[config.mk]
export PLATFORM = sky130hd
export DESIGN_NAME = crfi_core
export DESIGN_NICKNAME = d
export VERILOG_FILES = /design/src/include/crfi_pkg.sv /design/src/crfi_core.sv /design/src/crfi_flag_bank.sv /design/src/crfi_pick.sv
export VERILOG_INCLUDE_DIRS = /design/src /design/src/include
export SDC_FILE = /design/constraint.sdc
export NUM_CORES = 1
export LEC_CHECK = 0
export BUFFER_PORTS_ARGS = -buffer_cell sky130_fd_sc_hd__buf_2
export CAP_MARGIN = 40
export CORE_AREA = 2 2 246 248
export CTS_BUF_LIST = sky130_fd_sc_hd__clkbuf_8
export DETAILED_ROUTE_END_ITERATION = 6
export DIE_AREA = 0 0 248 250
export SYNTH_ARGS = -nofsm -noshare
export SYNTH_HDL_FRONTEND = slang
export SYNTH_HIERARCHICAL = 1
export SYNTH_SLANG_ARGS = --single-unit
[constraint.sdc]
create_clock -name ref_clk_in -period 3.2 [get_ports ref_clk_in]
set_input_delay 0.48 -clock ref_clk_in [delete_from_list [all_inputs] [get_ports ref_clk_in]]
set_output_delay 0.48 -clock ref_clk_in [all_outputs]
set_load 0.03 [all_outputs]
[src/include/crfi_consts.svh]
// Purpose : Named constants for the remote frame and interrupt block
// Assumes : Included by the package and by every design module
// Notes   : Bit positions follow the global flag and global mask layouts
`ifndef CRFI_CONSTS_SVH
`define CRFI_CONSTS_SVH

// ----------
// Sizes
// ----------
`define CRFI_NMBX        32
`define CRFI_MBX_W       5
`define CRFI_SYS_W       7
`define CRFI_GREG_W      16

// ----------
// Global flag register fields (same layout on both lines)
// ----------
`define CRFI_GF_MBX      15
`define CRFI_GF_SYS_HI   14
`define CRFI_GF_SYS_LO   8
`define CRFI_GF_VEC_HI   4
`define CRFI_GF_VEC_LO   0

// ----------
// Global mask fields
// ----------
`define CRFI_GM_SYS_HI   14
`define CRFI_GM_SYS_LO   8
`define CRFI_GM_SIL      2
`define CRFI_GM_L1EN     1
`define CRFI_GM_L0EN     0

// ----------
// Reset and fill values
// ----------
`define CRFI_ZERO32      32'h0000_0000
`define CRFI_ZERO7       7'h00
`define CRFI_ZERO5       5'h00
`define CRFI_ZERO3       3'h0
`define CRFI_ZERO16      16'h0000
`define CRFI_ONE32       32'h0000_0001

`endif

[src/include/crfi_pkg.sv]
// Purpose : Types shared by the remote frame and interrupt block
// Assumes : crfi_consts.svh supplies all sizes
// Notes   : Kernel-facing events travel as packed structs
`include "crfi_consts.svh"

package crfi_pkg;

  // ----------
  // Kernel-facing carriers
  // ----------
  typedef struct packed {
    logic                   valid;      // Frame stored into a mailbox
    logic [`CRFI_MBX_W-1:0] mbx;        // Mailbox that took the frame
    logic                   overwrite;  // Unread message was overwritten
  } crfi_rx_evt_t;

  typedef struct packed {
    logic                   valid;      // Event pulse
    logic [`CRFI_MBX_W-1:0] mbx;        // Mailbox concerned
  } crfi_mbx_evt_t;

  typedef struct packed {
    logic                   valid;      // Request held until done
    logic [`CRFI_MBX_W-1:0] mbx;        // Mailbox to send
    logic                   remote;     // Send a remote request frame only
  } crfi_tx_req_t;

  typedef struct packed {
    logic write_denied;
    logic wakeup;
    logic bus_off;
    logic error_passive;
    logic warning;
  } crfi_sys_evt_t;

  typedef enum logic {
    CRFI_TX_IDLE,
    CRFI_TX_BUSY
  } crfi_tx_state_t;

endpackage : crfi_pkg

[src/crfi_core.sv]
// Summary of operation
// Software flags remote request in receive mailbox
// Receive mailbox with request sends remote frame
// Answer stored in mailbox sets receive pending
// Software keeps requesting identifiers unique across mailboxes
// Software sets auto answer before enabling mailbox
// Matching remote request sets transmit request automatically
// Finished auto answer sets transmit acknowledge
// Change data request blocks selected mailbox transmission
// Clearing change data request re-enables transmission
// Data change also works for normal transmit
// Two lines; write-1 clears global flags
// Per-mailbox level bit chooses interrupt line
// Per-mailbox mask; disabled mailbox never interrupts
// Global mask enables six system sources
// System line select moves system interrupts
// Line enable bits gate each interrupt line
// Global mask enables lost message interrupt
// Mailbox flag at bit 15, vector bits 4-0
// Mailbox cause makes 16-bit read negative
// CPU abort sets abort flag and record
// Overwrite sets lost flag, record and mailbox flag
// Pending and acknowledge bits clear on write-1
// Vector moves on; flag drops when none pending
//
// Purpose : Mailbox flags, transmit scheduling, remote frames and interrupts
// Assumes : Kernel, CPU and block share ref_clk_in; no synchronisers needed
// Notes   : Kernel filtering and frame storage live outside this block
`timescale 1ns/1ns
`include "crfi_consts.svh"

module crfi_core
  import crfi_pkg::*;
(
  input  wire logic                    ref_clk_in,               // System clock
  input  wire logic                    resetn_in,                // Async reset, active low
  // CPU configuration levels
  input  wire logic [`CRFI_NMBX-1:0]   mailbox_enable_in,        // Mailbox in use
  input  wire logic [`CRFI_NMBX-1:0]   mailbox_receive_in,       // 1 = receive mailbox
  input  wire logic [`CRFI_NMBX-1:0]   auto_answer_in,           // Auto answer mode
  input  wire logic                    change_data_request_in,   // Data update in progress
  input  wire logic [`CRFI_MBX_W-1:0]  mailbox_select_number_in, // Mailbox being updated
  input  wire logic [`CRFI_NMBX-1:0]   mailbox_line_select_in,   // 1 = line 1
  input  wire logic [`CRFI_NMBX-1:0]   mailbox_irq_enable_in,    // Per-mailbox irq mask
  input  wire logic [`CRFI_GREG_W-1:0] global_irq_enable_in,     // Global mask word
  // CPU write-1 pulses
  input  wire logic [`CRFI_NMBX-1:0]   transmit_request_set_in,  // Start transmission
  input  wire logic [`CRFI_NMBX-1:0]   abort_request_in,         // Abort pending send
  input  wire logic [`CRFI_NMBX-1:0]   receive_pending_clr_in,   // Clear pending bits
  input  wire logic [`CRFI_NMBX-1:0]   transmit_ack_clr_in,      // Clear acknowledge bits
  input  wire logic [`CRFI_NMBX-1:0]   abort_ack_clr_in,         // Clear abort records
  input  wire logic [`CRFI_NMBX-1:0]   lost_message_clr_in,      // Clear lost records
  input  wire logic [`CRFI_GREG_W-1:0] global_flags_clr0_in,     // Write-1 to line 0 flags
  input  wire logic [`CRFI_GREG_W-1:0] global_flags_clr1_in,     // Write-1 to line 1 flags
  // Protocol kernel side
  input  wire crfi_rx_evt_t            rx_evt_in,                // Frame stored
  input  wire crfi_mbx_evt_t           remote_rx_in,             // Remote request matched
  input  wire crfi_mbx_evt_t           tx_done_in,               // Transmission finished
  input  wire crfi_sys_evt_t           sys_evt_in,               // System event pulses
  output crfi_tx_req_t                 tx_req_out,               // Request to the kernel
  // Status
  output logic [`CRFI_NMBX-1:0]        transmit_request_out,     // Pending requests
  output logic [`CRFI_NMBX-1:0]        receive_pending_out,      // Receive pending bits
  output logic [`CRFI_NMBX-1:0]        transmit_acknowledge_out, // Acknowledge bits
  output logic [`CRFI_NMBX-1:0]        abort_acknowledge_out,    // Abort records
  output logic [`CRFI_NMBX-1:0]        lost_message_flags_out,   // Lost records
  output logic [`CRFI_GREG_W-1:0]      global_flags_line0_out,   // Line 0 flag word
  output logic [`CRFI_GREG_W-1:0]      global_flags_line1_out,   // Line 1 flag word
  output logic                         irq_line0_out,            // Interrupt line 0
  output logic                         irq_line1_out             // Interrupt line 1
);

  // ----------
  // Declarations
  // ----------
  crfi_tx_state_t          tx_state_ff;
  crfi_tx_state_t          nxt_tx_state;
  crfi_tx_req_t            tx_req_ff;
  logic [`CRFI_NMBX-1:0]   trs_set;
  logic [`CRFI_NMBX-1:0]   trs_clr;
  logic [`CRFI_NMBX-1:0]   busy_onehot;
  logic [`CRFI_NMBX-1:0]   cdr_block;
  logic [`CRFI_NMBX-1:0]   eligible;
  logic [`CRFI_NMBX-1:0]   done_onehot;
  logic [`CRFI_NMBX-1:0]   rx_onehot;
  logic [`CRFI_NMBX-1:0]   rrq_onehot;
  logic [`CRFI_NMBX-1:0]   rmp_set;
  logic [`CRFI_NMBX-1:0]   ta_set;
  logic [`CRFI_NMBX-1:0]   aa_set;
  logic [`CRFI_NMBX-1:0]   rml_set;
  logic [`CRFI_NMBX-1:0]   mb_pend;
  logic [`CRFI_NMBX-1:0]   mb_pend0;
  logic [`CRFI_NMBX-1:0]   mb_pend1;
  logic                    tx_found;
  logic [`CRFI_MBX_W-1:0]  tx_idx;
  logic                    found0;
  logic                    found1;
  logic [`CRFI_MBX_W-1:0]  vec0;
  logic [`CRFI_MBX_W-1:0]  vec1;
  logic [`CRFI_SYS_W-1:0]  sys_evt;
  logic [`CRFI_SYS_W-1:0]  sys_set0;
  logic [`CRFI_SYS_W-1:0]  sys_set1;
  logic [`CRFI_SYS_W-1:0]  sys_flags0;
  logic [`CRFI_SYS_W-1:0]  sys_flags1;
  logic [`CRFI_SYS_W-1:0]  sys_mask;
  logic                    system_line_select;
  logic [`CRFI_GREG_W-1:0] nxt_gflags0;
  logic [`CRFI_GREG_W-1:0] nxt_gflags1;
  logic                    nxt_irq0;
  logic                    nxt_irq1;
  logic [`CRFI_GREG_W-1:0] global_flags_line0_ff;
  logic [`CRFI_GREG_W-1:0] global_flags_line1_ff;
  logic                    irq_line0_ff;
  logic                    irq_line1_ff;

  // ----------
  // Event decode
  // ----------
  // Shifting a one into place keeps the mailbox decode to one expression
  assign done_onehot = tx_done_in.valid   ? (`CRFI_ONE32 << tx_done_in.mbx)   : `CRFI_ZERO32;
  assign rx_onehot   = rx_evt_in.valid    ? (`CRFI_ONE32 << rx_evt_in.mbx)    : `CRFI_ZERO32;
  assign rrq_onehot  = remote_rx_in.valid ? (`CRFI_ONE32 << remote_rx_in.mbx) : `CRFI_ZERO32;
  assign busy_onehot = (tx_state_ff == CRFI_TX_BUSY) ? (`CRFI_ONE32 << tx_req_ff.mbx)
                                                     : `CRFI_ZERO32;
  // The selected mailbox stays off the bus for the whole update window
  assign cdr_block   = change_data_request_in ? (`CRFI_ONE32 << mailbox_select_number_in)
                                              : `CRFI_ZERO32;

  // ----------
  // Transmit request bits
  // ----------
  // Auto answer only for enabled transmit mailboxes
  assign trs_set = (transmit_request_set_in & mailbox_enable_in)
                 | (rrq_onehot & mailbox_enable_in & auto_answer_in
                    & ~mailbox_receive_in);
  // The frame on the bus cannot be withdrawn; only waiting requests abort
  assign trs_clr = done_onehot | (abort_request_in & ~busy_onehot);

  crfi_flag_bank #(
    .WIDTH (`CRFI_NMBX)
  ) u_trs (
    .ref_clk_in (ref_clk_in),
    .resetn_in  (resetn_in),
    .set_in     (trs_set),
    .clr_in     (trs_clr),
    .flags_out  (transmit_request_out)
  );

  // ----------
  // Transmit scheduler
  // ----------
  assign eligible = transmit_request_out & mailbox_enable_in & ~cdr_block
                  & ~done_onehot;

  crfi_pick u_tx_pick (
    .vec_in    (eligible),
    .found_out (tx_found),
    .idx_out   (tx_idx)
  );

  always_comb begin
    nxt_tx_state = tx_state_ff;
    case (tx_state_ff)
      CRFI_TX_IDLE: begin
        if (tx_found) begin
          nxt_tx_state = CRFI_TX_BUSY;
        end
      end
      CRFI_TX_BUSY: begin
        if (tx_done_in.valid && (tx_done_in.mbx == tx_req_ff.mbx)) begin
          nxt_tx_state = CRFI_TX_IDLE;
        end
      end
      default: begin
        nxt_tx_state = CRFI_TX_IDLE;
      end
    endcase
  end

  always_ff @(posedge ref_clk_in or negedge resetn_in) begin
    if (!resetn_in) begin
      tx_state_ff <= CRFI_TX_IDLE;
    end else begin
      tx_state_ff <= nxt_tx_state;
    end
  end

  // Receive mailboxes send a remote request carrying their own identifier
  always_ff @(posedge ref_clk_in or negedge resetn_in) begin
    if (!resetn_in) begin
      tx_req_ff <= '0;
    end else if (tx_state_ff == CRFI_TX_IDLE) begin
      tx_req_ff.valid  <= tx_found;
      tx_req_ff.mbx    <= tx_idx;
      tx_req_ff.remote <= mailbox_receive_in[tx_idx];
    end else if (nxt_tx_state == CRFI_TX_IDLE) begin
      tx_req_ff.valid <= 1'b0;
    end
  end

  assign tx_req_out = tx_req_ff;

  // ----------
  // Mailbox record flags
  // ----------
  // Answers to a remote request arrive as ordinary stored frames
  assign rmp_set = rx_onehot;
  // A sent remote request is not a data transmission, so no acknowledge
  assign ta_set  = done_onehot & ~mailbox_receive_in;
  assign aa_set  = abort_request_in & transmit_request_out & ~busy_onehot
                 & ~trs_set;
  assign rml_set = (rx_evt_in.valid && rx_evt_in.overwrite) ? rx_onehot
                                                            : `CRFI_ZERO32;

  crfi_flag_bank #(
    .WIDTH (`CRFI_NMBX)
  ) u_rmp (
    .ref_clk_in (ref_clk_in),
    .resetn_in  (resetn_in),
    .set_in     (rmp_set),
    .clr_in     (receive_pending_clr_in),
    .flags_out  (receive_pending_out)
  );

  crfi_flag_bank #(
    .WIDTH (`CRFI_NMBX)
  ) u_ta (
    .ref_clk_in (ref_clk_in),
    .resetn_in  (resetn_in),
    .set_in     (ta_set),
    .clr_in     (transmit_ack_clr_in),
    .flags_out  (transmit_acknowledge_out)
  );

  crfi_flag_bank #(
    .WIDTH (`CRFI_NMBX)
  ) u_aa (
    .ref_clk_in (ref_clk_in),
    .resetn_in  (resetn_in),
    .set_in     (aa_set),
    .clr_in     (abort_ack_clr_in),
    .flags_out  (abort_acknowledge_out)
  );

  crfi_flag_bank #(
    .WIDTH (`CRFI_NMBX)
  ) u_rml (
    .ref_clk_in (ref_clk_in),
    .resetn_in  (resetn_in),
    .set_in     (rml_set),
    .clr_in     (lost_message_clr_in),
    .flags_out  (lost_message_flags_out)
  );

  // ----------
  // Mailbox interrupt routing
  // ----------
  // Mailbox flag follows its sources, so clearing the cause releases it
  assign mb_pend  = (receive_pending_out | transmit_acknowledge_out)
                  & mailbox_enable_in & mailbox_irq_enable_in;
  assign mb_pend1 = mb_pend & mailbox_line_select_in;
  assign mb_pend0 = mb_pend & ~mailbox_line_select_in;

  crfi_pick u_pick0 (
    .vec_in    (mb_pend0),
    .found_out (found0),
    .idx_out   (vec0)
  );

  crfi_pick u_pick1 (
    .vec_in    (mb_pend1),
    .found_out (found1),
    .idx_out   (vec1)
  );

  // ----------
  // System interrupt flags
  // ----------
  // Order matches flag bits 14 down to 8
  assign sys_evt  = {|aa_set, sys_evt_in.write_denied, sys_evt_in.wakeup, |rml_set,
                     sys_evt_in.bus_off, sys_evt_in.error_passive,
                     sys_evt_in.warning};
  assign system_line_select      = global_irq_enable_in[`CRFI_GM_SIL];
  assign sys_set0 = system_line_select ? `CRFI_ZERO7 : sys_evt;
  assign sys_set1 = system_line_select ? sys_evt : `CRFI_ZERO7;
  assign sys_mask = global_irq_enable_in[`CRFI_GM_SYS_HI:`CRFI_GM_SYS_LO];

  crfi_flag_bank #(
    .WIDTH (`CRFI_SYS_W)
  ) u_sys0 (
    .ref_clk_in (ref_clk_in),
    .resetn_in  (resetn_in),
    .set_in     (sys_set0),
    .clr_in     (global_flags_clr0_in[`CRFI_GF_SYS_HI:`CRFI_GF_SYS_LO]),
    .flags_out  (sys_flags0)
  );

  crfi_flag_bank #(
    .WIDTH (`CRFI_SYS_W)
  ) u_sys1 (
    .ref_clk_in (ref_clk_in),
    .resetn_in  (resetn_in),
    .set_in     (sys_set1),
    .clr_in     (global_flags_clr1_in[`CRFI_GF_SYS_HI:`CRFI_GF_SYS_LO]),
    .flags_out  (sys_flags1)
  );

  // ----------
  // Global flag words and lines
  // ----------
  // Bit 15 on top makes a signed half-word read negative for mailbox causes
  assign nxt_gflags0 = {found0, sys_flags0, `CRFI_ZERO3, vec0};
  assign nxt_gflags1 = {found1, sys_flags1, `CRFI_ZERO3, vec1};

  assign nxt_irq0 = global_irq_enable_in[`CRFI_GM_L0EN]
                  & (found0 | (|(sys_flags0 & sys_mask)));
  assign nxt_irq1 = global_irq_enable_in[`CRFI_GM_L1EN]
                  & (found1 | (|(sys_flags1 & sys_mask)));

  always_ff @(posedge ref_clk_in or negedge resetn_in) begin
    if (!resetn_in) begin
      global_flags_line0_ff <= `CRFI_ZERO16;
      global_flags_line1_ff <= `CRFI_ZERO16;
    end else begin
      global_flags_line0_ff <= nxt_gflags0;
      global_flags_line1_ff <= nxt_gflags1;
    end
  end

  always_ff @(posedge ref_clk_in or negedge resetn_in) begin
    if (!resetn_in) begin
      irq_line0_ff <= 1'b0;
      irq_line1_ff <= 1'b0;
    end else begin
      irq_line0_ff <= nxt_irq0;
      irq_line1_ff <= nxt_irq1;
    end
  end

  assign global_flags_line0_out = global_flags_line0_ff;
  assign global_flags_line1_out = global_flags_line1_ff;
  assign irq_line0_out          = irq_line0_ff;
  assign irq_line1_out          = irq_line1_ff;

endmodule : crfi_core

[src/crfi_flag_bank.sv]
// Purpose : Bank of sticky flags, set by hardware, cleared by write-1
// Assumes : set_in and clr_in are one-cycle pulses per bit
// Notes   : A set in the clearing cycle wins
`timescale 1ns/1ns
`include "crfi_consts.svh"

module crfi_flag_bank
  import crfi_pkg::*;
#(
  parameter int WIDTH = `CRFI_NMBX
) (
  input  wire logic             ref_clk_in,  // System clock
  input  wire logic             resetn_in,   // Async reset, active low
  input  wire logic [WIDTH-1:0] set_in,      // Per-bit set pulses
  input  wire logic [WIDTH-1:0] clr_in,      // Per-bit clear pulses
  output logic      [WIDTH-1:0] flags_out    // Flag flip-flops
);

  genvar gi;
  generate
    for (gi = 0; gi < WIDTH; gi++) begin : g_bit
      always_ff @(posedge ref_clk_in or negedge resetn_in) begin
        if (!resetn_in) begin
          flags_out[gi] <= 1'b0;
        end else begin
          flags_out[gi] <= set_in[gi] | (flags_out[gi] & ~clr_in[gi]);
        end
      end
    end
  endgenerate

endmodule : crfi_flag_bank

[src/crfi_pick.sv]
// Purpose : Finds the highest-numbered set bit of a mailbox vector
// Assumes : Purely combinational, read by registered logic only
// Notes   : Higher mailbox numbers win, as for transmit priority
`timescale 1ns/1ns
`include "crfi_consts.svh"

module crfi_pick
  import crfi_pkg::*;
(
  input  wire logic [`CRFI_NMBX-1:0]  vec_in,    // Candidate mailboxes
  output logic                        found_out, // Any bit set
  output logic      [`CRFI_MBX_W-1:0] idx_out    // Winning mailbox
);

  logic [`CRFI_MBX_W-1:0] idx_chain [`CRFI_NMBX:0];

  assign idx_chain[0] = `CRFI_ZERO5;

  genvar gi;
  generate
    for (gi = 0; gi < `CRFI_NMBX; gi++) begin : g_bit
      assign idx_chain[gi+1] = vec_in[gi] ? (`CRFI_MBX_W)'(gi) : idx_chain[gi];
    end
  endgenerate

  assign found_out = |vec_in;
  assign idx_out   = idx_chain[`CRFI_NMBX];

endmodule : crfi_pick

==> results of run 1 <==
[worst max-delay path, cell delays in order]
cell and delay, ns:
buf_6 0.10, nand2b_4 0.16, nor3b_4 0.24, nand3_2 0.10, o2111a_1 0.14, or3_4 0.38, a221o_1 0.28, a21oi_2 0.20
o221ai_2 0.17, a21oi_4 0.25, clkbuf_16 0.18, mux4_2 0.50, mux4_2 0.46, mux2i_1 0.14, o21ai_1 0.07
[cell usage in the layout (no fill, tap or decap), drive strengths merged, types with 32 or more instances in the layout]
| cell type | instances |
|---|---|
| a21o | 174 |
| dfrtp | 210 |
| nor2 | 227 |
| and2 | 32 |
| inv | 294 |
| o21ai | 50 |
| buf | 814 |
| o211ai | 35 |
| clkbuf | 53 |
| nand2 | 85 |
[state kept, by name, indices dropped and copies added (netlist names)]
name                    count
u_rml/flags_out            32
global_flags_line1_out     13
irq_line1_out               1
u_ta/flags_out             32
tx_state_ff                 1
u_sys1/flags_out            7
u_trs/flags_out            32
u_aa/flags_out             32
global_flags_line0_out     13
tx_req_out                  7
u_rmp/flags_out            32
irq_line0_out               1
u_sys0/flags_out            7
[path summary, 6_finish.rpt]
check,from,end,cells after the start
max in group asynchronous,resetn_in,u_rml/flags_out[4],3
min in group asynchronous,resetn_in,global_flags_line0_out[0],2
min reg2reg,u_sys0/flags_out[1],global_flags_line0_out[9],0
max,tx_done_in[4],tx_req_out[0],15
max reg2reg,u_trs/flags_out[16],tx_req_out[0],12
min,global_irq_enable_in[0],irq_line0_out,3
[power groups by stage]
| stage | Combinational (W) | Sequential (W) | Clock, W |
|---|---|---|---|
| floorplan | 0.000971 | 0.00349 | 0 |
| global placement | 0.00281 | 0.00313 | 0 |
| detailed placement | 0.00282 | 0.00313 | 0 |
| CTS | 0.00284 | 0.00309 | 0.00320 |
| global route | 0.00306 | 0.00312 | 0.00332 |
| finish | 0.00289 | 0.00310 | 0.00311 |
[layout make-up]
cell class	instances	area share, %
multi-input combinational	947	32.1
sequential	210	27.6
clock inverter	24	1.10
timing repair buffer	816	24.8
antenna	6	0.0787
inverter	281	5.53
tap	782	5.13
clock buffer	52	3.75
[per-stage QoR]
stage | hold slack (ns) | power [W] | area, um2
after floorplan | 0.184 | 0.00446 | 12600
after global placement | 0.387 | 0.00594 | 18000
after detailed placement | 0.394 | 0.00595 | 18000
after CTS | 0.0262 | 0.00913 | 19000
after global routing | 0.0654 | 0.00949 | 19100
final | 0.0925 | 0.00910 | 19100
[cell families after synthesis]
family	after synthesis	share of synthesized area [%]
other cells	1	0.0301
xor+xnor	5	0.351
buf+inv	314	9.80
simple gates	495	19.7
flops	210	42.1
compound gates	425	25.7
mux	16	2.34
[per-layer routing]
metal  part of all wire, %  wire length, um  up-vias  GRT usage, %
met3                   8.8             6850      119          5.12
met4                   3.3             2590        6          8.43
met5                 0.047               36        -             0
li1                      -                -     6705             -
met1                    42            32300     7082          31.2
met2                    46            35600      771          39.6
[what timing repair did]
| item | CTS | global route |
|---|---|---|
| setup buffers | 0 | 3 |
| endpoints found under the setup margin | 1 | 1 |
| gates resized for setup | 6 | 7 |
| pin swaps | 0 | 6 |
| gates cloned | 0 | 1 |
| hold endpoints to repair | 66 | 0 |
| hold buffers | 1 | 0 |
==> metrics.cfg, run 1 <==
[die]
die_x_um=248
ioPinCount=633
num_rows=90
core_um2=59600
fp.dieH_um=250
dieArea_um2=62000
start_util_pct=20.9

[sta]
drv_slew=0
rsz0062_at_grt=yes
fin_skew_ns=0.0251
slew_headroom_pct=40.9
setup_viol=1
hold_violations=0
fin_crit_ns=3.39
setup_tns_ns=-0.192
post-route-period-util_pct=106
setup_slack_ns=-0.192
clock.fmax_ghz=0.295
worst_pin_slew_ns=0.884

[power_and_ir_drop]
p_leak_nw=11.8
power_switching_w=0.00335
vdd_drop_max_uv=330
combinationalPowerShare_pct=31.8
power.internal_w=0.00575
p_sw_share_pct=36.8
p_seq_share_pct=34.0
clkPwrFrac_pct=34.2
power_per_cell_area_nw_per_um2=477

[flow_run]
maxCapViolCount=0

[clock_network]
htreeDepth=2
cts_root_buffer=clkbuf_8
cts_buffers=44
cts.sinks=210
clk_path_buf_depth=3
clk_latency_ns=0.61
path_clk_slew_ns=0.05
tritoncts=yes

[global_route]
grt_pass1_wl_um=105000
grt_usage_pct=24.2
antenna_found_initial=15
grt_max_degree=70
grt_pass1_vias=14600
gr-total-overflow=0

[routing]
dr.pass1.iters=5
dr.first_iter.drc_count=972
wl_um=77400
via_count=14700
wire_per_inst_um=24.8
drtAntennaViolNets=0
viasPerCell=4.71
drc=0

[logic_synthesis]
syn_inst=1466
synth.avg_cell_area_um2=8.51
synth_top_cell_by_area=dfrtp_1
async_flop_share_pct=100
synth.most_common_cell=inv_1
synth-edff-count=0
synth_area_leaders=dfrtp_1 (42%), a21o_1 (10%), inv_1 (8.5%)
synth-main-ff-cell=dfrtp_1
synthTopCellsByCount=inv_1 (281), nor2_1 (227), dfrtp_1 (210), a21o_1 (174), nand2_1 (85)
ys_seq_area_share_pct=42.1
yosysTopAreaCellShare_pct=42.1
ys_ff_latch=210
ys_types=61
yosys_warnings=6
synth.cell_area_um2=12500

[setup_path]
path_max_fanout=4
regToRegSetupSlack_ns=-0.17
cp-start-kind=primary input
crit_arrival_ns=3.87
cp.required_ns=3.67
critPathCaptureType=flop
path_class=primary input to flop

[place]
place_inst=3031
hpwl_um=66400
place_ws_ns=-0.967
gp_congestion=0.950
io_buffers=602

[final_layout]
stdcell_count=3118
areaGrowthSynthToFinish_pct=52.9
drive_above_1_share_pct=40.0
fin_nets=2732
utilization_pct=32.0
multi_input_area_um2=6120
fill_cells=6472
regArea_um2=5260

[outcome]
status=finished with violations
violations=negative setup slack

[hold_path]
min_path_type=primary input to flop

No activity file was read; power rests on OpenSTA's default activity.
==> run 2, diff against run 1 <==
GPL_ROUTABILITY_DRIVEN = 0   (was unset)
SETUP_SLACK_MARGIN = 0.5   (was unset)
clock period = 2.8 ns   (was 3.2 ns; I/O delays follow)
==> run 2 against run 1 <==
Net effect: via count is 4.6% higher; register-to-register slack worse by 0.30 ns; power is 20% higher; final cell count is 4.8% higher; flip-flop and latch count stayed put; the flow still finishes with violations (negative setup slack); clock-buffer cell count stayed put; global-route usage is 0.61 points higher; routed wire length is 2.6% higher; utilization is 2.6 points higher; largest power group is now combinational cells; worst hold slack worse by 0.022 ns; non-clock buffer count is 141 higher.
==> metrics.cfg, run 2 (same netlist as run 1, synthesis figures left out) <==
[outcome]
status=finished with violations
violations=negative setup slack

[setup_path]
cp_cell_sequence=buf_2, nand2b_4, nor3b_4, nand3_2, o2111a_1, or3_1, a221o_1, a21oi_2, o221ai_2, a21oi_2, buf_6, mux4_2, mux4_2, mux2i_1, o21ai_1
critPathBufInv=2  ; unchanged
cp_slowest_stage_delay_ns=0.50  ; about the same
critPathTopFamily=multiplexers
cp-start-kind=primary input
path_class=primary input to flop
critPathCaptureType=flop
cp.required_ns=3.27  ; -0.40 ns
cp_slowest_cell=mux4_2
crit_arrival_ns=3.76  ; -0.11 ns
path_max_fanout=5  ; +1

[die]
num_rows=90  ; unchanged
dieArea_um2=62000  ; unchanged
core_um2=59600  ; unchanged
ioPinCount=633  ; unchanged
start_util_pct=20.9  ; unchanged
fp.dieH_um=250  ; unchanged
die_x_um=248  ; unchanged

[place]
hpwl_um=67300  ; +1.4%
dpl_cell_area_um2=18700  ; +3.7%
io_buffers=602  ; unchanged
place_ws_ns=-1.08  ; -0.117 ns

[routing]
via_count=15400  ; +4.6%
wire_per_inst_um=24.3  ; -2.1%
drtAntennaViolNets=0  ; unchanged
viasPerCell=4.70  ; -0.18%
wl_um=79400  ; +2.6%
dr.first_iter.drc_count=1063  ; +9.4%
dr.pass1.iters=5  ; unchanged
drc=0  ; unchanged

[global_route]
grt_max_degree=62  ; -11%
gr-total-overflow=0  ; unchanged
grt_pass1_vias=15200  ; +3.9%
grt_pass1_wl_um=108000  ; +2.5%
antenna_found_initial=27  ; +12
grt_usage_pct=24.8  ; +0.61 points

[sta]
setup_viol=1  ; unchanged
setup_slack_ns=-0.484  ; -0.291 ns
fin_skew_ns=0.0401  ; +0.0150 ns
rsz0062_at_grt=yes
drv_slew=0  ; unchanged
slew_headroom_pct=37.4  ; -3.5 points
fin_crit_ns=3.28
clock.fmax_ghz=0.305
worst_pin_slew_ns=0.936  ; +0.0526 ns
hold_violations=0  ; unchanged
setup_tns_ns=-0.484  ; -0.291 ns
post-route-period-util_pct=117

[power_and_ir_drop]
p_leak_nw=12.6  ; +7.0%
power_per_cell_area_nw_per_um2=531  ; +11%
vdd_drop_max_uv=300  ; -9.0%
clkPwrFrac_pct=33.8  ; -0.4 points
p_sw_share_pct=35.8  ; -0.99 points
combinationalPowerShare_pct=34.1  ; +2.3 points
p_total_w=0.0109  ; +20%
power_switching_w=0.00392  ; +17%
power.internal_w=0.00703  ; +22%
p_seq_share_pct=32.1  ; -1.9 points

[final_layout]
drive_above_1_share_pct=45.6  ; +5.6 points
fin_nets=2870  ; +5.1%
final_cell_mix=buf_2 (599), buf_4 (328), inv_1 (289)
fill_cells=6353  ; -1.8%
final_common_cell=buf_2
utilization_pct=34.6  ; +2.6 points
areaGrowthSynthToFinish_pct=65.5
final_area_um2=20600  ; +8.2%

[clock_network]
path_clk_slew_ns=0.06  ; about the same
clk_path_buf_depth=3  ; unchanged
cts.sinks=210  ; unchanged
htreeDepth=2  ; unchanged
cts_root_buffer=clkbuf_8
clk_latency_ns=0.62  ; about the same
cts_buffers=41  ; -6.8%
tritoncts=yes

[hold_path]
min_path_type=primary input to flop

[flow_run]
maxCapViolCount=0  ; unchanged

## run 2: changes by cell type in the layout (fill, tap and decap cells not counted), sizes merged
cell         change
bufinv           +2
inv              -3
clkinvlp         -1
clkinv           +1
clkbuf           -1
dlygate4sd3      +1
diode            +9
buf            +141
## run 2: final cells by class
cell class / count / area (um2) / area share, %
inverter: 281 / 1050 / 5.11
tap: 782 / 978 / 4.74
timing repair buffer: 957 / 5850 / 28.4
sequential: 210 / 5260 / 25.5
multi-input combinational: 947 / 6500 / 31.5
clock buffer: 52 / 716 / 3.47
clock inverter: 23 / 243 / 1.18
antenna: 15 / 37.5 / 0.182
## run 2: worst reg2reg max path: cells and delay by family, from the launching register on
family	cells	cell delay, ns
AND/OR/NAND/NOR	1	0.34
buffers and inverters	1	0.16
flip-flops	1	0.43
multiplexers	3	1.16
AO/OA/AOI/OAI	7	1.06
## run 2: what timing repair did
action	CTS	global route
resized for setup	67	47
setup buffers	47	17
hold buffers	2	0
endpoints found under the setup margin	12	14
gates cloned	1	0
pin swaps	39	27
hold endpoints to repair	38	0
## run 2: path summary, 6_finish.rpt
path	from	end	slack, ns	depth (start not counted)
worst max-delay path	tx_done_in[4]	tx_req_out[0]	-0.48	15
worst min-delay path	abort_ack_clr_in[3]	u_aa/flags_out[3]	0.07	3
worst max register to register	u_trs/flags_out[16]	tx_req_out[0]	-0.47	12
worst min register to register	u_sys0/flags_out[5]	global_flags_line0_out[13]	0.41	0
max in group asynchronous	resetn_in	u_rmp/flags_out[5]	1.73	3
min in group asynchronous	resetn_in	u_ta/flags_out[26]	0.32	2
## run 2: routing by layer
metal  part of all wire, %  routed length, um  GRT usage, %  vias to the layer above
met5                 0.087                 69             0                        -
li1                      -                  -             -                     6996
met1                    41              32300          30.5                     7318
met2                    45              36100          40.5                      871
met3                   9.6               7600          7.00                      162
met4                   4.2               3350          9.79                       10
## run 2: power by group through the flow
| stage | logic (W) | clock network [W] | registers, W |
|---|---|---|---|
| 2_1_floorplan | 0.00114 | 0 | 0.00399 |
| 3_3_place_gp | 0.00337 | 0 | 0.00355 |
| 6_report | 0.00373 | 0.00370 | 0.00351 |
| 4_1_cts | 0.00358 | 0.00381 | 0.00350 |
| 3_5_place_dp | 0.00338 | 0 | 0.00355 |
| 5_1_grt | 0.00395 | 0.00394 | 0.00354 |
## run 2: metrics by stage
step / instances / hold slack (ns)
global placement: 3110 / 0.353
CTS: 3235 / 0.00253
detailed placement: 3110 / 0.355
global route: 3257 / 0.0238
finish: 3267 / 0.0708
floorplan: 1471 / 0.124
